## src/calendar_pkg.sv

```systemverilog
/*
  Register map, field layout and timing constants of the BCD clock
  calendar unit. Assumes a 20 MHz system clock and 32-bit Avalon-MM.
*/
package calendar_pkg;
  localparam logic [3:0] OFS_CONTROL    = 4'h0;
  localparam logic [3:0] OFS_TIME       = 4'h4;
  localparam logic [3:0] OFS_DATE       = 4'h8;
  localparam logic [3:0] OFS_ALARM_TIME = 4'hC;
  localparam logic [3:0] OFS_ALARM_DATE = 4'h0;
  localparam int         ALARM_DATE_HI  = 1;
  localparam int BIT_WREN     = 3;
  localparam int BIT_SYNC     = 2;
  localparam int BIT_HALF_SEC = 1;
  // Readable-bit masks per register, then the seconds byte-lane mask for writes
  localparam logic [31:0] MASK_TIME  = 32'h3F7F7F00;
  localparam logic [31:0] MASK_DATE  = 32'hFF1F3F07;
  localparam logic [31:0] MASK_ADATE = 32'h001F3F07;
  localparam logic [31:0] WRITE_SECONDS_BYTE = 32'h0000FF00;
  localparam int CLOCK_HZ   = 20000000;
  localparam int HALF_SEC_MS = 500;
  localparam int HALF_SEC_CYCLES = CLOCK_HZ / 1000 * HALF_SEC_MS;
  localparam int SYNC_WINDOW_CYCLES = 32;
  localparam logic [3:0] BCD_NINE  = 4'h9;
  localparam logic [3:0] BCD_FIVE  = 4'h5;
  localparam logic [7:0] HOUR_LAST = 8'h23;
  localparam logic [3:0] WDAY_LAST = 4'h6;
  localparam logic [7:0] MONTH_LAST = 8'h12;
  localparam logic [7:0] YEAR_LAST = 8'h99;
  localparam logic [7:0] DAY_FIRST = 8'h01;
  localparam logic [31:0] TIME_RESET = 32'h00000000;
  // Saturday 1 Jan 2000
  localparam logic [31:0] DATE_RESET = 32'h00010106;
endpackage : calendar_pkg

```

## src/clock_calendar_unit.sv

```systemverilog
/*
  BCD time/date counter with alarm value registers on Avalon-MM.
  Assumes a synchronous master; one clock; no alarm matching here.
*/
// Implementation choices: the placing of the registers and the Avalon-MM register port.
// Contract
// - Hour tens in 31-28 (0-2), units in 27-24 (0-9)
// - Minutes in 23-20 / 19-16; minute tens top bit reads zero
// - Seconds in 15-12 / 11-8; seconds tens top bit reads zero
// - Time low byte reserved; software writes zero, read meaningless
// - Time/date writes ignored unless write enable set
// - Year tens in 31-28, units in 27-24 of date register
// - Month tens 23-20 (upper three bits zero), units 19-16
// - Day tens 15-12 (upper two bits zero), units 11-8
// - Weekday 0-6 in bits 3-0, top bit zero; 7-4 reserved
// - Alarm time register mirrors time layout, low byte reserved
// - Alarm date has month, day, weekday; no year field
// - Hundred-year span with automatic leap year February
// - Range 2000-01-01 00:00:00 to 2099-12-31 23:59:59
// - Time counts whole seconds; half-second status visible
// - Each digit stored as its own 4-bit BCD nibble
// - Write enable set unlocks time and date registers; clear locks them
// - Read-sync high while a rollover ripple may be near
// - Writing seconds clears half-second status
`timescale 1ns/1ps
`default_nettype none
module clock_calendar_unit
  import calendar_pkg::*;
#(
  parameter int HALF_CYCLES = HALF_SEC_CYCLES
) (
  input  wire logic        mclk,
  input  wire logic        reset_n,
  input  wire logic [3:0]  avs_address,
  input  wire logic        avs_high,
  input  wire logic        avs_read,
  input  wire logic        avs_write,
  input  wire logic [31:0] avs_writedata,
  input  wire logic [3:0]  avs_byteenable,
  output logic [31:0]      avs_readdata,
  output logic             avs_waitrequest
);

  logic [31:0] current_time_value;
  logic [31:0] current_date_value;
  logic [31:0] alarm_time_value;
  logic [31:0] alarm_date_value;
  logic        value_write_enable;
  logic        half_second_status;
  logic [23:0] prescale;
  logic        answered;

  function automatic logic [31:0] lane_mask(input logic [3:0] be);
    lane_mask = {{8{be[3]}}, {8{be[2]}}, {8{be[1]}}, {8{be[0]}}};
  endfunction : lane_mask

  function automatic logic [7:0] bcd_inc(input logic [7:0] v);
    if (v[3:0] == BCD_NINE)
      bcd_inc = {v[7:4] + 4'h1, 4'h0};
    else
      bcd_inc = {v[7:4], v[3:0] + 4'h1};
  endfunction : bcd_inc

  // Year 00-99: divisible by four means leap, 2000 included
  function automatic logic [7:0] month_last_day(input logic [7:0] month,
                                                input logic [7:0] year);
    logic leap;
    leap = (year[4] == 1'b0) ? (year[1:0] == 2'b00)
                             : (year[1:0] == 2'b10);
    unique case (month)
      8'h02:   month_last_day = leap ? 8'h29 : 8'h28;
      8'h04, 8'h06, 8'h09, 8'h11: month_last_day = 8'h30;
      default: month_last_day = 8'h31;
    endcase
  endfunction : month_last_day

  // Address decode; alarm date sits on the high bank
  logic sel_ctrl, sel_time, sel_date, sel_atime, sel_adate;
  logic access;
  assign access    = (avs_read | avs_write) & ~answered;
  assign sel_ctrl  = (avs_address == OFS_CONTROL) & ~avs_high;
  assign sel_time  = (avs_address == OFS_TIME) & ~avs_high;
  assign sel_date  = (avs_address == OFS_DATE) & ~avs_high;
  assign sel_atime = (avs_address == OFS_ALARM_TIME) & ~avs_high;
  assign sel_adate = (avs_address == OFS_ALARM_DATE) & avs_high;

  logic        wr;
  logic [31:0] wmask;
  // Writes commit in the answer cycle, when waitrequest is low
  assign wr    = avs_write & answered;
  assign wmask = lane_mask(avs_byteenable);

  // One wait cycle, then the answer
  assign avs_waitrequest = (avs_read | avs_write) & ~answered;
  always_ff @(posedge mclk) begin
    if (!reset_n)
      answered <= 1'b0;
    else
      answered <= access;
  end

  logic tick_half;
  logic tick_second;
  logic sync_near;
  assign tick_half   = (prescale == 24'(HALF_CYCLES - 1));
  assign tick_second = tick_half & half_second_status;
  assign sync_near   = half_second_status &
                       (prescale >= 24'(HALF_CYCLES - SYNC_WINDOW_CYCLES));

  logic time_wr;
  logic sec_wr;
  assign time_wr = wr & sel_time & value_write_enable;
  assign sec_wr  = time_wr & (|(wmask & WRITE_SECONDS_BYTE));

  logic date_wr;
  assign date_wr = wr & sel_date & value_write_enable;

  // Half-second prescaler; restarted by a seconds write
  always_ff @(posedge mclk) begin
    if (!reset_n) begin
      prescale           <= 24'h000000;
      half_second_status <= 1'b0;
    end else if (sec_wr) begin
      prescale           <= 24'h000000;
      half_second_status <= 1'b0;
    end else if (tick_half) begin
      prescale           <= 24'h000000;
      half_second_status <= ~half_second_status;
    end else begin
      prescale <= prescale + 24'h000001;
    end
  end

  always_ff @(posedge mclk) begin
    if (!reset_n)
      value_write_enable <= 1'b0;
    else if (wr & sel_ctrl & avs_byteenable[0])
      value_write_enable <= avs_writedata[BIT_WREN];
  end

  // Carry chain; each nibble is one BCD digit
  logic [31:0] next_time, next_date;
  always_comb begin
    logic [7:0] s, m, h, d, mo, y;
    logic [3:0] wd;
    s  = current_time_value[15:8];
    m  = current_time_value[23:16];
    h  = current_time_value[31:24];
    y  = current_date_value[31:24];
    mo = current_date_value[23:16];
    d  = current_date_value[15:8];
    wd = current_date_value[3:0];
    if (s[3:0] == BCD_NINE && s[7:4] == BCD_FIVE) begin
      s = 8'h00;
      if (m[3:0] == BCD_NINE && m[7:4] == BCD_FIVE) begin
        m = 8'h00;
        if (h == HOUR_LAST) begin
          h  = 8'h00;
          wd = (wd == WDAY_LAST) ? 4'h0 : wd + 4'h1;
          if (d == month_last_day(mo, y)) begin
            d = DAY_FIRST;
            if (mo == MONTH_LAST) begin
              mo = DAY_FIRST;
              y  = (y == YEAR_LAST) ? 8'h00 : bcd_inc(y);
            end else begin
              mo = bcd_inc(mo);
            end
          end else begin
            d = bcd_inc(d);
          end
        end else begin
          h = bcd_inc(h);
        end
      end else begin
        m = bcd_inc(m);
      end
    end else begin
      s = bcd_inc(s);
    end
    next_time = {h, m, s, 8'h00};
    next_date = {y, mo, d, 4'h0, wd};
  end

  always_ff @(posedge mclk) begin
    if (!reset_n)
      current_time_value <= TIME_RESET;
    else if (time_wr)
      current_time_value <= ((current_time_value & ~wmask) |
                             (avs_writedata & wmask)) & MASK_TIME;
    else if (tick_second)
      current_time_value <= next_time;
  end

  always_ff @(posedge mclk) begin
    if (!reset_n)
      current_date_value <= DATE_RESET;
    else if (date_wr)
      current_date_value <= ((current_date_value & ~wmask) |
                             (avs_writedata & wmask)) & MASK_DATE;
    else if (tick_second)
      current_date_value <= next_date;
  end

  always_ff @(posedge mclk) begin
    if (!reset_n) begin
      alarm_time_value <= TIME_RESET;
      alarm_date_value <= 32'h00000000;
    end else begin
      if (wr & sel_atime)
        alarm_time_value <= ((alarm_time_value & ~wmask) |
                             (avs_writedata & wmask)) & MASK_TIME;
      if (wr & sel_adate)
        alarm_date_value <= ((alarm_date_value & ~wmask) |
                             (avs_writedata & wmask)) & MASK_ADATE;
    end
  end

  // Reserved time byte held at zero, so reads give zero there
  always_ff @(posedge mclk) begin
    if (!reset_n)
      avs_readdata <= 32'h00000000;
    else if (avs_read & access) begin
      if (sel_ctrl)
        avs_readdata <= 32'h00000000 |
                        (32'(value_write_enable) << BIT_WREN) |
                        (32'(sync_near) << BIT_SYNC) |
                        (32'(half_second_status) << BIT_HALF_SEC);
      else if (sel_time)
        avs_readdata <= current_time_value;
      else if (sel_date)
        avs_readdata <= current_date_value;
      else if (sel_atime)
        avs_readdata <= alarm_time_value;
      else if (sel_adate)
        avs_readdata <= alarm_date_value;
      else
        avs_readdata <= 32'h00000000;
    end
  end

  property p_locked_time;
    @(posedge mclk) disable iff (!reset_n)
      (wr & sel_time & ~value_write_enable & ~tick_second)
      |=> $stable(current_time_value);
  endproperty
  a_locked_time: assert property (p_locked_time)
    else $error("time changed while locked");

  property p_locked_date;
    @(posedge mclk) disable iff (!reset_n)
      (wr & sel_date & ~value_write_enable & ~tick_second)
      |=> $stable(current_date_value);
  endproperty
  a_locked_date: assert property (p_locked_date)
    else $error("date changed while locked");

  property p_sec_clear;
    @(posedge mclk) disable iff (!reset_n)
      sec_wr |=> !half_second_status;
  endproperty
  a_sec_clear: assert property (p_sec_clear)
    else $error("half-second not cleared by seconds write");

  property p_zero_bits;
    @(posedge mclk) disable iff (!reset_n)
      ((current_time_value & ~MASK_TIME) == 32'h0) &&
      ((current_date_value & ~MASK_DATE) == 32'h0);
  endproperty
  a_zero_bits: assert property (p_zero_bits)
    else $error("always-zero bit set");

  property p_sec_wrap;
    @(posedge mclk) disable iff (!reset_n)
      (tick_second & ~time_wr && current_time_value[15:8] == 8'h59)
      |=> current_time_value[15:8] == 8'h00;
  endproperty
  a_sec_wrap: assert property (p_sec_wrap)
    else $error("seconds did not wrap");

  property p_half_toggle;
    @(posedge mclk) disable iff (!reset_n)
      (tick_half & ~sec_wr) |=> half_second_status != $past(half_second_status);
  endproperty
  a_half_toggle: assert property (p_half_toggle)
    else $error("half-second did not toggle");

  property p_hour_wrap;
    @(posedge mclk) disable iff (!reset_n)
      (tick_second & ~time_wr && current_time_value[31:8] == 24'h235959)
      |=> current_time_value[31:8] == 24'h000000;
  endproperty
  a_hour_wrap: assert property (p_hour_wrap)
    else $error("day rollover wrong");

  property p_wait_one;
    @(posedge mclk) disable iff (!reset_n)
      (avs_read & ~answered) |=> !avs_waitrequest;
  endproperty
  a_wait_one: assert property (p_wait_one)
    else $error("bus answer late");

  // Midnight carry into the date, no software write in the way
  logic at_midnight;
  assign at_midnight = tick_second & ~time_wr & ~date_wr &
                       (current_time_value[31:8] == 24'h235959);

  property p_sync_lead;
    @(posedge mclk) disable iff (!reset_n)
      !sync_near |=> (!tick_second) [*8];
  endproperty
  a_sync_lead: assert property (p_sync_lead)
    else $error("second tick without read-sync warning");

  property p_wday_wrap;
    @(posedge mclk) disable iff (!reset_n)
      (at_midnight && current_date_value[3:0] == WDAY_LAST)
      |=> current_date_value[3:0] == 4'h0;
  endproperty
  a_wday_wrap: assert property (p_wday_wrap)
    else $error("weekday did not wrap");

  property p_year_wrap;
    @(posedge mclk) disable iff (!reset_n)
      (at_midnight && current_date_value[31:8] == 24'h991231)
      |=> current_date_value[31:8] == 24'h000101;
  endproperty
  a_year_wrap: assert property (p_year_wrap)
    else $error("century end did not wrap");

  property p_leap_feb;
    @(posedge mclk) disable iff (!reset_n)
      (at_midnight && current_date_value[23:8] == 16'h0228 &&
       current_date_value[31:24] inside {8'h00, 8'h24})
      |=> current_date_value[23:8] == 16'h0229;
  endproperty
  a_leap_feb: assert property (p_leap_feb)
    else $error("leap February lost its last day");

  property p_common_feb;
    @(posedge mclk) disable iff (!reset_n)
      (at_midnight && current_date_value[31:8] == 24'h230228)
      |=> current_date_value[23:8] == 16'h0301;
  endproperty
  a_common_feb: assert property (p_common_feb)
    else $error("common February ran past its end");

endmodule : clock_calendar_unit
`default_nettype wire

```

## config.mk

```make
export PLATFORM = sky130hd
export DESIGN_NAME = clock_calendar_unit
export DESIGN_NICKNAME = d
export VERILOG_FILES = /design/src/calendar_pkg.sv /design/src/clock_calendar_unit.sv
export SDC_FILE = /design/constraint.sdc
export NUM_CORES = 1
export LEC_CHECK = 0
export CORE_MARGIN = 8
export CORE_UTILIZATION = 55
export DETAILED_ROUTE_END_ITERATION = 12
export DONT_BUFFER_PORTS = 1
export PLACE_DENSITY = 0.71
export RECOVER_POWER = 25
export SLEW_MARGIN = 20
export SYNTH_ARGS = -nofsm -noshare
export SYNTH_HDL_FRONTEND = slang
export SYNTH_SLANG_ARGS = --single-unit
```

## constraint.sdc

```tcl
create_clock -name mclk -period 2.8 [get_ports mclk]
set_input_delay 0.28 -clock mclk [delete_from_list [all_inputs] [get_ports mclk]]
set_output_delay 0.28 -clock mclk [all_outputs]
set_load 0.05 [all_outputs]
```

* Word level (Yosys, flattened, before mapping)
Index checks and enable logic that the tools add are counted.
Operators by class: add/sub/neg operators 14, $lt $le $gt $ge 1, equality and inequality tests 23, multiplexer cells 46, bitwise gates (word level) 36, reduce and logical (&&, ||, !) cells 46
Operators with widths (count):
- $mux W8 | 28
- $mux W32 | 5
- $mux W30 | 3
- $and A32 B32 Y32 | 2
- $and A30 B30 Y30 | 2
- $or A30 B30 Y30 | 2
- $add A4 B1 Y4 const B | 13
- $eq A4 B4 Y1 const B | 8
- $not A32 Y32 | 1
- $or A32 B32 Y32 | 1
- $reduce_bool A2 Y1 | 14
- $add A24 B1 Y24 const B | 1
- $eq A24 B24 Y1 const B | 1
- $ge A24 B24 Y1 const B | 1
- $and A21 B21 Y21 | 1
- $mux W21 | 1
- $or A21 B21 Y21 | 1
- $and A1 B1 Y1 | 19
- $reduce_and A6 Y1 | 3
- $reduce_bool A3 Y1 | 6
- $eq A4 B3 Y1 const B | 4
- $eq A8 B3 Y1 const B | 2
- $eq A8 B5 Y1 const B | 2
- $mux W4 | 4
- 24 further kinds | 41
Storage, ports and cells: bits in registers 145, input port bits 45, output and inout bits 33, word-level logic and storage cells 191

* Longest topological paths before layout
Gate-level depths: netlist (run 1).
depth in word-level cells 14, mapped depth 9, depth with buffers taken out 8

* Least setup slack after synthesis (run 1)
No wires, ideal clock.
path kind register to register, start register with a tool-made name, end register with a tool-made name, library setup time 0.123 ns, arrival 2.430 ns, data required time 2.677 ns, slack 0.247 ns, cell stages (with the launch flop) 8, cells stage by stage dfxtp_1 ha_1 or4b_4 or3_4 a31o_4 a2111oi_4 nand4_1 mux2_1

==> results of run 1 <==
-- power by group through the flow --
stage | sequential (µW) | clock (µW) | combinational [µW]
6_report | 2100 | 2440 | 175
5_1_grt | 2100 | 2550 | 189
4_1_cts | 2100 | 2460 | 174
3_5_place_dp | 2140 | 0 | 146
3_3_place_gp | 2140 | 0 | 144
2_1_floorplan | 2140 | 0 | 119
-- path summary, 6_finish.rpt --
check | end | slack (ns) | cells after the start
hold reg to reg | avs_readdata[26] | 0.48 | 2
hold / removal | flip-flop | 0.007 | 2
setup / recovery | flip-flop | 0.1 | 9
setup reg to reg | flip-flop | 0.1 | 9
-- layout make-up --
cell class	instances	area, µm²
sequential	141	2823
clock buffer	22	474.2
multi-input combinational	710	4524
tap	180	225.2
inverter	26	97.59
clock inverter	10	161.4
timing repair buffer	59	496.7
fill	1228	4971
-- timing repair --
item / in CTS / in global routing
endpoints found under the hold margin: 41 / 0
gates resized for setup: 0 / 4
hold buffers: 18 / 0
endpoints found under the setup margin: 0 / 20
-- metal layers --
metal	track usage, %	vias to the layer above	routed length (µm)	share of wire [%]
li1	-	3456	-	-
met1	33.34	3436	10050	44
met2	37.70	296	9980	44
met3	6.769	39	2084	9.2
met4	9.108	0	530	2.3
met5	0	-	0	0
-- critical path, cell delays in order (launching register included) --
cell and delay, ns:
dfxtp_1 0.35, inv_1 0.11, ha_1 0.15, or4b_4 0.47
or3_4 0.35, a31o_4 0.27, a2111oi_4 0.40, buf_6 0.22
a21oi_1 0.08, o211a_1 0.20
-- per-stage QoR --
step	instance area (µm²)	setup slack, ns
after global placement	7975	0.1092
after global routing	8802	0.006507
after floorplan	7685	0.2471
after CTS	8791	0.02374
final	8802	0.09783
after detailed placement	7975	0.03121
-- cells by family (layout without fill, tap and decap cells) --
logic type,Yosys count,after routing,synth area share [%]
and+or+nand+nor,388,388,25.52
AOI/OAI and AO/OA,220,220,19.93
DFF,141,141,36.78
buffers and inverters,87,117,4.631
muxes,43,43,5.642
xor gates and xnor gates,31,31,3.538
adders and majority gates,24,24,3.913
other,1,4,0.04887
-- cells in the mapped netlist (7+ instances only) --
| master | n |
|---|---|
| nor4_1 | 13 |
| clkbuf_1 | 49 |
| a31oi_1 | 12 |
| nand3_1 | 49 |
| nor3_1 | 28 |
| a22oi_1 | 34 |
| o21a_1 | 8 |
| nand3b_1 | 7 |
| and3_1 | 14 |
| o21ai_0 | 24 |
| nor2_1 | 120 |
| xnor2_1 | 11 |
| nand2_1 | 67 |
| inv_1 | 26 |
| nand4_1 | 20 |
| o31ai_1 | 9 |
| nand2b_1 | 8 |
| mux2i_1 | 41 |
| xor2_1 | 20 |
| a211oi_1 | 8 |
| o211ai_1 | 11 |
| ha_1 | 24 |
| dfxtp_1 | 141 |
| and2_1 | 18 |
| a311oi_1 | 12 |
| a21oi_1 | 59 |
| nor3b_1 | 10 |
==> reports/results.ini, run 1 <==
[cts]
cts.sinks = 141
clockBufferDepth = 2
htreeDepth = 4
clk_latency_ns = 0.43
cts-root-buf = clkbuf_16
cts_setup_buffers = 0
path_clk_slew_ns = 0.06
cts_tree = yes
cts_made_buffers = 17

[finish]
most-common-layout-cells = dfxtp_1, nor2_1, nand2_1, a21oi_1, nand3_1
finish.utilization_pct = 63.91
antenna_cells = 0
final_common_cell = dfxtp_1
layoutNonFillerInstCount = 1148
syn_to_final_growth_pct = 14.71
drive_gt1_share_pct = 9.298
final_nets = 1024

[timing]
worst_slew_pin_slew_ns = 1.331
whs_ns = 0.006682
setup_viol = 0
min_period_ns = 2.702
hold_viol_final = 0
drv_slew = 0
fmax_mhz = 370.1
final.period_utilization_pct = 96.51
tns_ns = 0
slew_headroom_pct = 11.24
fin_skew_ns = 0.01336
rsz0062_at_grt = no

[synthesis]
synthArstFlopShare_pct = 0
yosys.area.top_type_share_pct = 36.78
synth-edff-count = 0
yosys.cell_types.count = 71
postSynthCellCount = 935
synth-seq-cells = 141
synth_area_per_cell_um2 = 8.207
synth_area_um2 = 7674
ys_seq_area_share_pct = 36.78
ys_top_cells_by_area = dfxtp_1, nor2_1, mux2i_1
yosysWarnings = 0
netlist.top_cell.by_area = dfxtp_1
synthFlopType = dfxtp_1

[drt]
drcViolationCount = 0
wl_per_cell_um = 19.73
dr_total_vias = 7227
antenna_left = 0
routed_wirelength_mm = 22.65
drt-initial-drc-count = 810
dr.pass1.iters = 5
vias_per_cell = 6.295

[power]
p_sw_uw = 1064
leakage_uw = 0.003302
comb_power_share_pct = 3.7
p_int_uw = 3645
p_sw_share_pct = 22.60
power.share.sequential_pct = 44.5
ir_drop_uv = 483.0
power_uw = 4710
cellPowerDensity_nw_per_um2 = 535.1
pwr-share-clk_pct = 51.7

[worst_hold_path]
hold_class = in2reg
worstHoldStart = avs_writedata[13]

[placement]
finalWeightedCongestion = 0.9368
dp_hpwl_mm = 15.75
io_buffers = 0
dpl.cell_count = 1098

[worst_setup_path]
crit_start = current_date_value[21]
cp-start-kind = flip-flop
reg2reg_from = current_date_value[21]
critPathKind = reg2reg
cp.arrival_ns = 3.02
crit_fanout = 11
cp.required_ns = 3.12
end_kind = flip-flop

[global_routing]
grt_start_max_net_pins = 56
grt_overflow_total = 0
grt_usage_pct = 24.95
grt_pass1_vias = 6575
grt_pass1_wl_mm = 35.85
antenna_found_initial = 0

[floorplan]
ios = 78
start_util_pct = 55.71
core_region_area_um2 = 13770
die_area_um2 = 17990
die_h_um = 134.1
die_x_um = 134.1
core.rowCount = 43

[job]
maxCapViolations = 0

[outcome]
outcome = complete, no violations

(Power assumes the default switching activity.)
==> run 2: changes to the inputs <==
--- a/config.mk
+++ b/config.mk
@@ -11,6 +11,7 @@
 export DONT_BUFFER_PORTS = 1
 export PLACE_DENSITY = 0.71
 export RECOVER_POWER = 25
+export SETUP_SLACK_MARGIN = 0.15
 export SLEW_MARGIN = 20
 export SYNTH_ARGS = -nofsm -noshare
 export SYNTH_HDL_FRONTEND = slang
==> run 2 against run 1 <==
Compared with the run above:
- setup slack gained 0.061 ns
- largest power group unchanged
- clock skew is essentially flat
- via count grew 1.1%
- clock power is essentially flat
- core utilization grew 0.91 points
- global-route usage grew 0.13 points
==> reports/results.ini, run 2 (same netlist as run 1, synthesis figures left out) <==
[global_routing]
grt_overflow_total = 0
grt_usage_pct = 25.08
grt_pass1_wl_mm = 36.03
grt_start_max_net_pins = 56
grt_pass1_vias = 6596
antenna_found_initial = 0

[timing]
fmax_mhz = 378.7
hold_viol_final = 0
drv_slew = 0
worst_slew_pin_slew_ns = 1.251
slew_headroom_pct = 16.62
setup_viol = 0
tns_ns = 0
fin_skew_ns = 0.01339
rsz0062_at_grt = yes
final.period_utilization_pct = 94.32
min_period_ns = 2.641

[floorplan]
core.rowCount = 43
core_region_area_um2 = 13770
die_x_um = 134.1
ios = 78
die_h_um = 134.1
start_util_pct = 55.71
die_area_um2 = 17990

[cts]
cts-root-buf = clkbuf_16
clockBufferDepth = 2
cts.sinks = 141
clk_latency_ns = 0.43
htreeDepth = 4
cts_tree = yes
path_clk_slew_ns = 0.06
cts_made_buffers = 17

[power]
leakage_uw = 0.003363
power.share.sequential_pct = 44.5
comb_power_share_pct = 3.7
p_int_uw = 3644
ir_drop_uv = 484.3
pwr-share-clk_pct = 51.8
cellPowerDensity_nw_per_um2 = 528.1
p_sw_uw = 1071
p_sw_share_pct = 22.71

[worst_setup_path]
crit_fanout = 4
cp_slowest_cell = or4b_4
path_cells = inv_4 > ha_4 > or4b_4 > or3_4 > a31o_4 > a2111oi_4 > nand4_1 > mux2_4
cp.arrival_ns = 2.96
crit_family = simple AND/OR/NAND/NOR gates
rr_worst_depth = 8
reg2reg_from = current_date_value[21]
critPathKind = reg2reg
end_kind = flip-flop
crit_buf_inv = 1
cp.required_ns = 3.12
r2r_slack_ns = 0.16
cp-start-kind = flip-flop
max_stage_delay_ns = 0.47

[drt]
dr.pass1.iters = 5
wl_per_cell_um = 19.91
drcViolationCount = 0
drt-initial-drc-count = 718
dr_total_vias = 7308
vias_per_cell = 6.338
routed_wirelength_mm = 22.96
antenna_left = 0

[finish]
final_common_cell = dfxtp_1
antenna_cells = 0
finish.utilization_pct = 64.82
syn_to_final_growth_pct = 16.34
final_nets = 1029
seqCellArea_um2 = 2833
fin_area_um2 = 8927
fillers = 1200
layoutNonFillerInstCount = 1153
multi_input_area_um2 = 4599
most-common-layout-cells = dfxtp_1, nor2_1, nand2_1, a21oi_1, nand3_1
drive_gt1_share_pct = 11.10

[job]
maxCapViolations = 0

[worst_hold_path]
worstHoldStart = avs_writedata[13]
hold_class = in2reg
hold_depth = 2

[placement]
dpl.cell_count = 1098
io_buffers = 0
finalWeightedCongestion = 0.9368
dp_hpwl_mm = 15.75
dpl_cell_area_um2 = 7975

[outcome]
outcome = complete, no violations

## run 2: through the flow
stage          hold slack, ns  power [µW]  worst slack [ns]
2_1_floorplan          0.4062        2254            0.2471
3_3_place_gp           0.3792        2285            0.1092
3_5_place_dp           0.3947        2288           0.03121
4_1_cts             0.0001786        4729            0.1597
5_1_grt              0.009800        4840           0.09131
6_report             0.007574        4714            0.1591
## run 2: worst reg2reg max path, stage by stage (launching register included)
cell and delay (ns):
dfxtp_4 0.35, inv_4 0.07, ha_4 0.12, or4b_4 0.47, or3_4 0.35, a31o_4 0.25
a2111oi_4 0.43, nand4_1 0.17, mux2_4 0.32
## run 2: worst max-delay path by stage
stage / slack (ns) / cells after the start / start / end
finish: 0.16 / 8 / current_date_value[21] / flip-flop
global route: 0.09 / 8 / current_date_value[21] / flip-flop
CTS: 0.16 / 8 / current_date_value[21] / flip-flop
detailed placement: 0.03 / 9 / current_date_value[21] / flip-flop
global placement: 0.11 / 9 / current_date_value[21] / flip-flop
floorplan: 0.25 / 7 / flip-flop / flip-flop
## run 2: area by class of cell
| class | instances | share of cell area [%] |
|---|---|---|
| flip-flops and latches | 141 | 31.73 |
| well taps | 180 | 2.523 |
| repair buffers | 64 | 5.985 |
| clock inverters | 10 | 1.808 |
| multi-input cells | 710 | 51.52 |
| clock buffers | 22 | 5.312 |
| inverters | 26 | 1.121 |
## run 2: power groups by stage
stage | sequential (µW) | clock, µW | combinational (µW)
finish | 2100 | 2440 | 175
global route | 2100 | 2550 | 189
CTS | 2100 | 2460 | 174
detailed placement | 2140 | 0 | 146
global placement | 2140 | 0 | 144
floorplan | 2140 | 0 | 119
## run 2: repair_timing
item	CTS	global route
pin swaps	1	8
hold buffers	18	0
resized for setup	4	23
setup buffers	0	4
endpoints found under the setup margin	12	19
cloned	1	0
hold endpoints to repair	41	0
## run 2: layer usage
metal | track usage (%) | up-vias | share of wire, %
li1 | - | 3466 | -
met1 | 33.43 | 3449 | 43
met2 | 37.87 | 340 | 44
met3 | 6.507 | 53 | 9.6
met4 | 9.919 | 0 | 3.0
met5 | 0 | - | 0
==> run 3: changes to the inputs <==
--- a/config.mk
+++ b/config.mk
@@ -6,11 +6,11 @@
 export NUM_CORES = 1
 export LEC_CHECK = 0
 export CORE_MARGIN = 8
-export CORE_UTILIZATION = 55
+export CORE_UTILIZATION = 40
 export DETAILED_ROUTE_END_ITERATION = 12
 export DONT_BUFFER_PORTS = 1
-export PLACE_DENSITY = 0.71
-export RECOVER_POWER = 25
+export PLACE_DENSITY = 0.55
+export RECOVER_POWER = 100
 export SETUP_SLACK_MARGIN = 0.15
 export SLEW_MARGIN = 20
 export SYNTH_ARGS = -nofsm -noshare
==> run 3 against run 2 <==
Compared with the run above:
- clock skew shrank 0.0011 ns
- power fell by 3.3%
- sequential power about the same
==> reports/results.ini, run 3 (same netlist as run 1, synthesis figures left out) <==
[finish]
final_nets = 1041
final_common_cell = dfxtp_1
fillers = 1887
antenna_cells = 0
most-common-layout-cells = dfxtp_1, nor2_1, nand2_1, a21oi_1, nand3_1
multi_input_area_um2 = 4537
seqCellArea_um2 = 2826
fin_area_um2 = 8966
syn_to_final_growth_pct = 16.84
drive_gt1_share_pct = 10.56

[placement]
io_buffers = 0
dpl_cell_area_um2 = 8103
finalWeightedCongestion = 0.8684
dp_hpwl_mm = 17.19

[timing]
tns_ns = 0
final.period_utilization_pct = 93.27
fmax_mhz = 382.9
setup_viol = 0
slew_headroom_pct = 25.76
whs_ns = 0.01521
min_period_ns = 2.612
worst_slew_pin_slew_ns = 1.114
hold_viol_final = 0
fin_skew_ns = 0.01224
rsz0062_at_grt = yes
drv_slew = 0

[drt]
vias_per_cell = 5.870
wl_per_cell_um = 19.97
routed_wirelength_mm = 24.34
drcViolationCount = 0
dr_total_vias = 7156
antenna_left = 0
drt-initial-drc-count = 546
dr.pass1.iters = 5

[worst_setup_path]
max_stage_delay_ns = 0.48
path_cells = inv_2 > ha_4 > or4b_4 > or3_4 > a31o_4 > a2111oi_4 > nand4_1 > mux2_4
rr_worst_depth = 8
cp_slowest_cell = or4b_4
end_kind = flip-flop
r2r_slack_ns = 0.19
critPathKind = reg2reg
crit_fanout = 4
cp.required_ns = 3.12
cp-start-kind = flip-flop
reg2reg_from = current_date_value[21]
cp.arrival_ns = 2.93

[floorplan]
core_region_area_um2 = 18770
die_x_um = 154.5
die_area_um2 = 23870
core.rowCount = 50
start_util_pct = 40.89
die_h_um = 154.5
ios = 78

[power]
power_uw = 4557
p_int_uw = 3420
comb_power_share_pct = 4.1
ir_drop_uv = 377.7
p_sw_share_pct = 24.95
pwr-share-clk_pct = 49.8
p_sw_uw = 1137
cellPowerDensity_nw_per_um2 = 508.3
power.share.sequential_pct = 46.0
leakage_uw = 0.003348

[global_routing]
grt_overflow_total = 0
grt_pass1_wl_mm = 37.72
grt_start_max_net_pins = 53
grt_pass1_vias = 6699
antenna_found_initial = 0
grt_usage_pct = 20.20

[cts]
htreeDepth = 4
clk_latency_ns = 0.43
clockBufferDepth = 2
cts-root-buf = clkbuf_16
cts_tree = yes
cts_made_buffers = 17
path_clk_slew_ns = 0.06
cts.sinks = 141

[outcome]
outcome = complete, no violations

[worst_hold_path]
hold_depth = 2
hold_class = in2reg
worstHoldStart = avs_writedata[19]

[job]
maxCapViolations = 0

## run 3: how the worst max path moves through the flow
| stage | from | end | slack (ns) | cells past startpoint |
|---|---|---|---|---|
| 2_1_floorplan | flip-flop | flip-flop | 0.25 | 7 |
| 3_3_place_gp | current_date_value[21] | flip-flop | 0.18 | 9 |
| 3_5_place_dp | current_date_value[21] | flip-flop | 0.13 | 9 |
| 4_1_cts | current_date_value[21] | flip-flop | 0.15 | 8 |
| 5_1_grt | flip-flop | flip-flop | 0.04 | 9 |
| 6_report | current_date_value[21] | flip-flop | 0.19 | 8 |
## run 3: critical path: cells and delay by family (launching register included)
family / cells / cell delay [ns]
AO/OA/AOI/OAI: 2 / 0.64
buffers and inverters: 1 / 0.08
multiplexers: 1 / 0.33
AND/OR/NAND/NOR: 3 / 1.00
flip-flops: 1 / 0.32
adder cells (fa/ha/maj): 1 / 0.12
## run 3: layout make-up
cell class                      count  area share (%)
Clock buffer                       22           5.400
Clock inverter                     10           1.172
Inverter                           26           1.088
Multi-Input combinational cell    710           50.60
Sequential cell                   141           31.52
Tap cell                          234           3.265
Timing Repair Buffer               76           6.949
## run 3: metrics by stage
step	util, %	worst slack, ns	cells
finish	47.77	0.1884	1219
global route	47.77	0.04051	1219
CTS	47.61	0.1486	1216
detailed placement	43.17	0.1277	1160
global placement	43.17	0.1796	1160
floorplan	-	0.2471	938
## run 3: what timing repair did
item                                   in CTS  in global routing
hold buffers                               24                  0
pin swaps                                   0                  3
setup endpoints to repair                   1                 15
setup buffers                               0                  2
gates resized for setup                     1                 11
cloned                                      0                  1
endpoints found under the hold margin      56                  0
## run 3: metal layers
layer / vias to the layer above / global-route usage, % / share of wire (%)
met2: 252 / 29.15 / 42
met1: 3385 / 28.38 / 48
li1: 3487 / - / -
met5: - / 0 / 0
met4: 0 / 7.046 / 1.9
met3: 32 / 5.266 / 7.9
## run 3: power groups by stage
stage / Clock (µW) / Combinational, µW / Sequential [µW]
final: 2270 / 189 / 2100
after global routing: 2410 / 203 / 2100
after CTS: 2320 / 189 / 2100
after detailed placement: 0 / 150 / 2140
after global placement: 0 / 150 / 2140
after floorplan: 0 / 119 / 2140
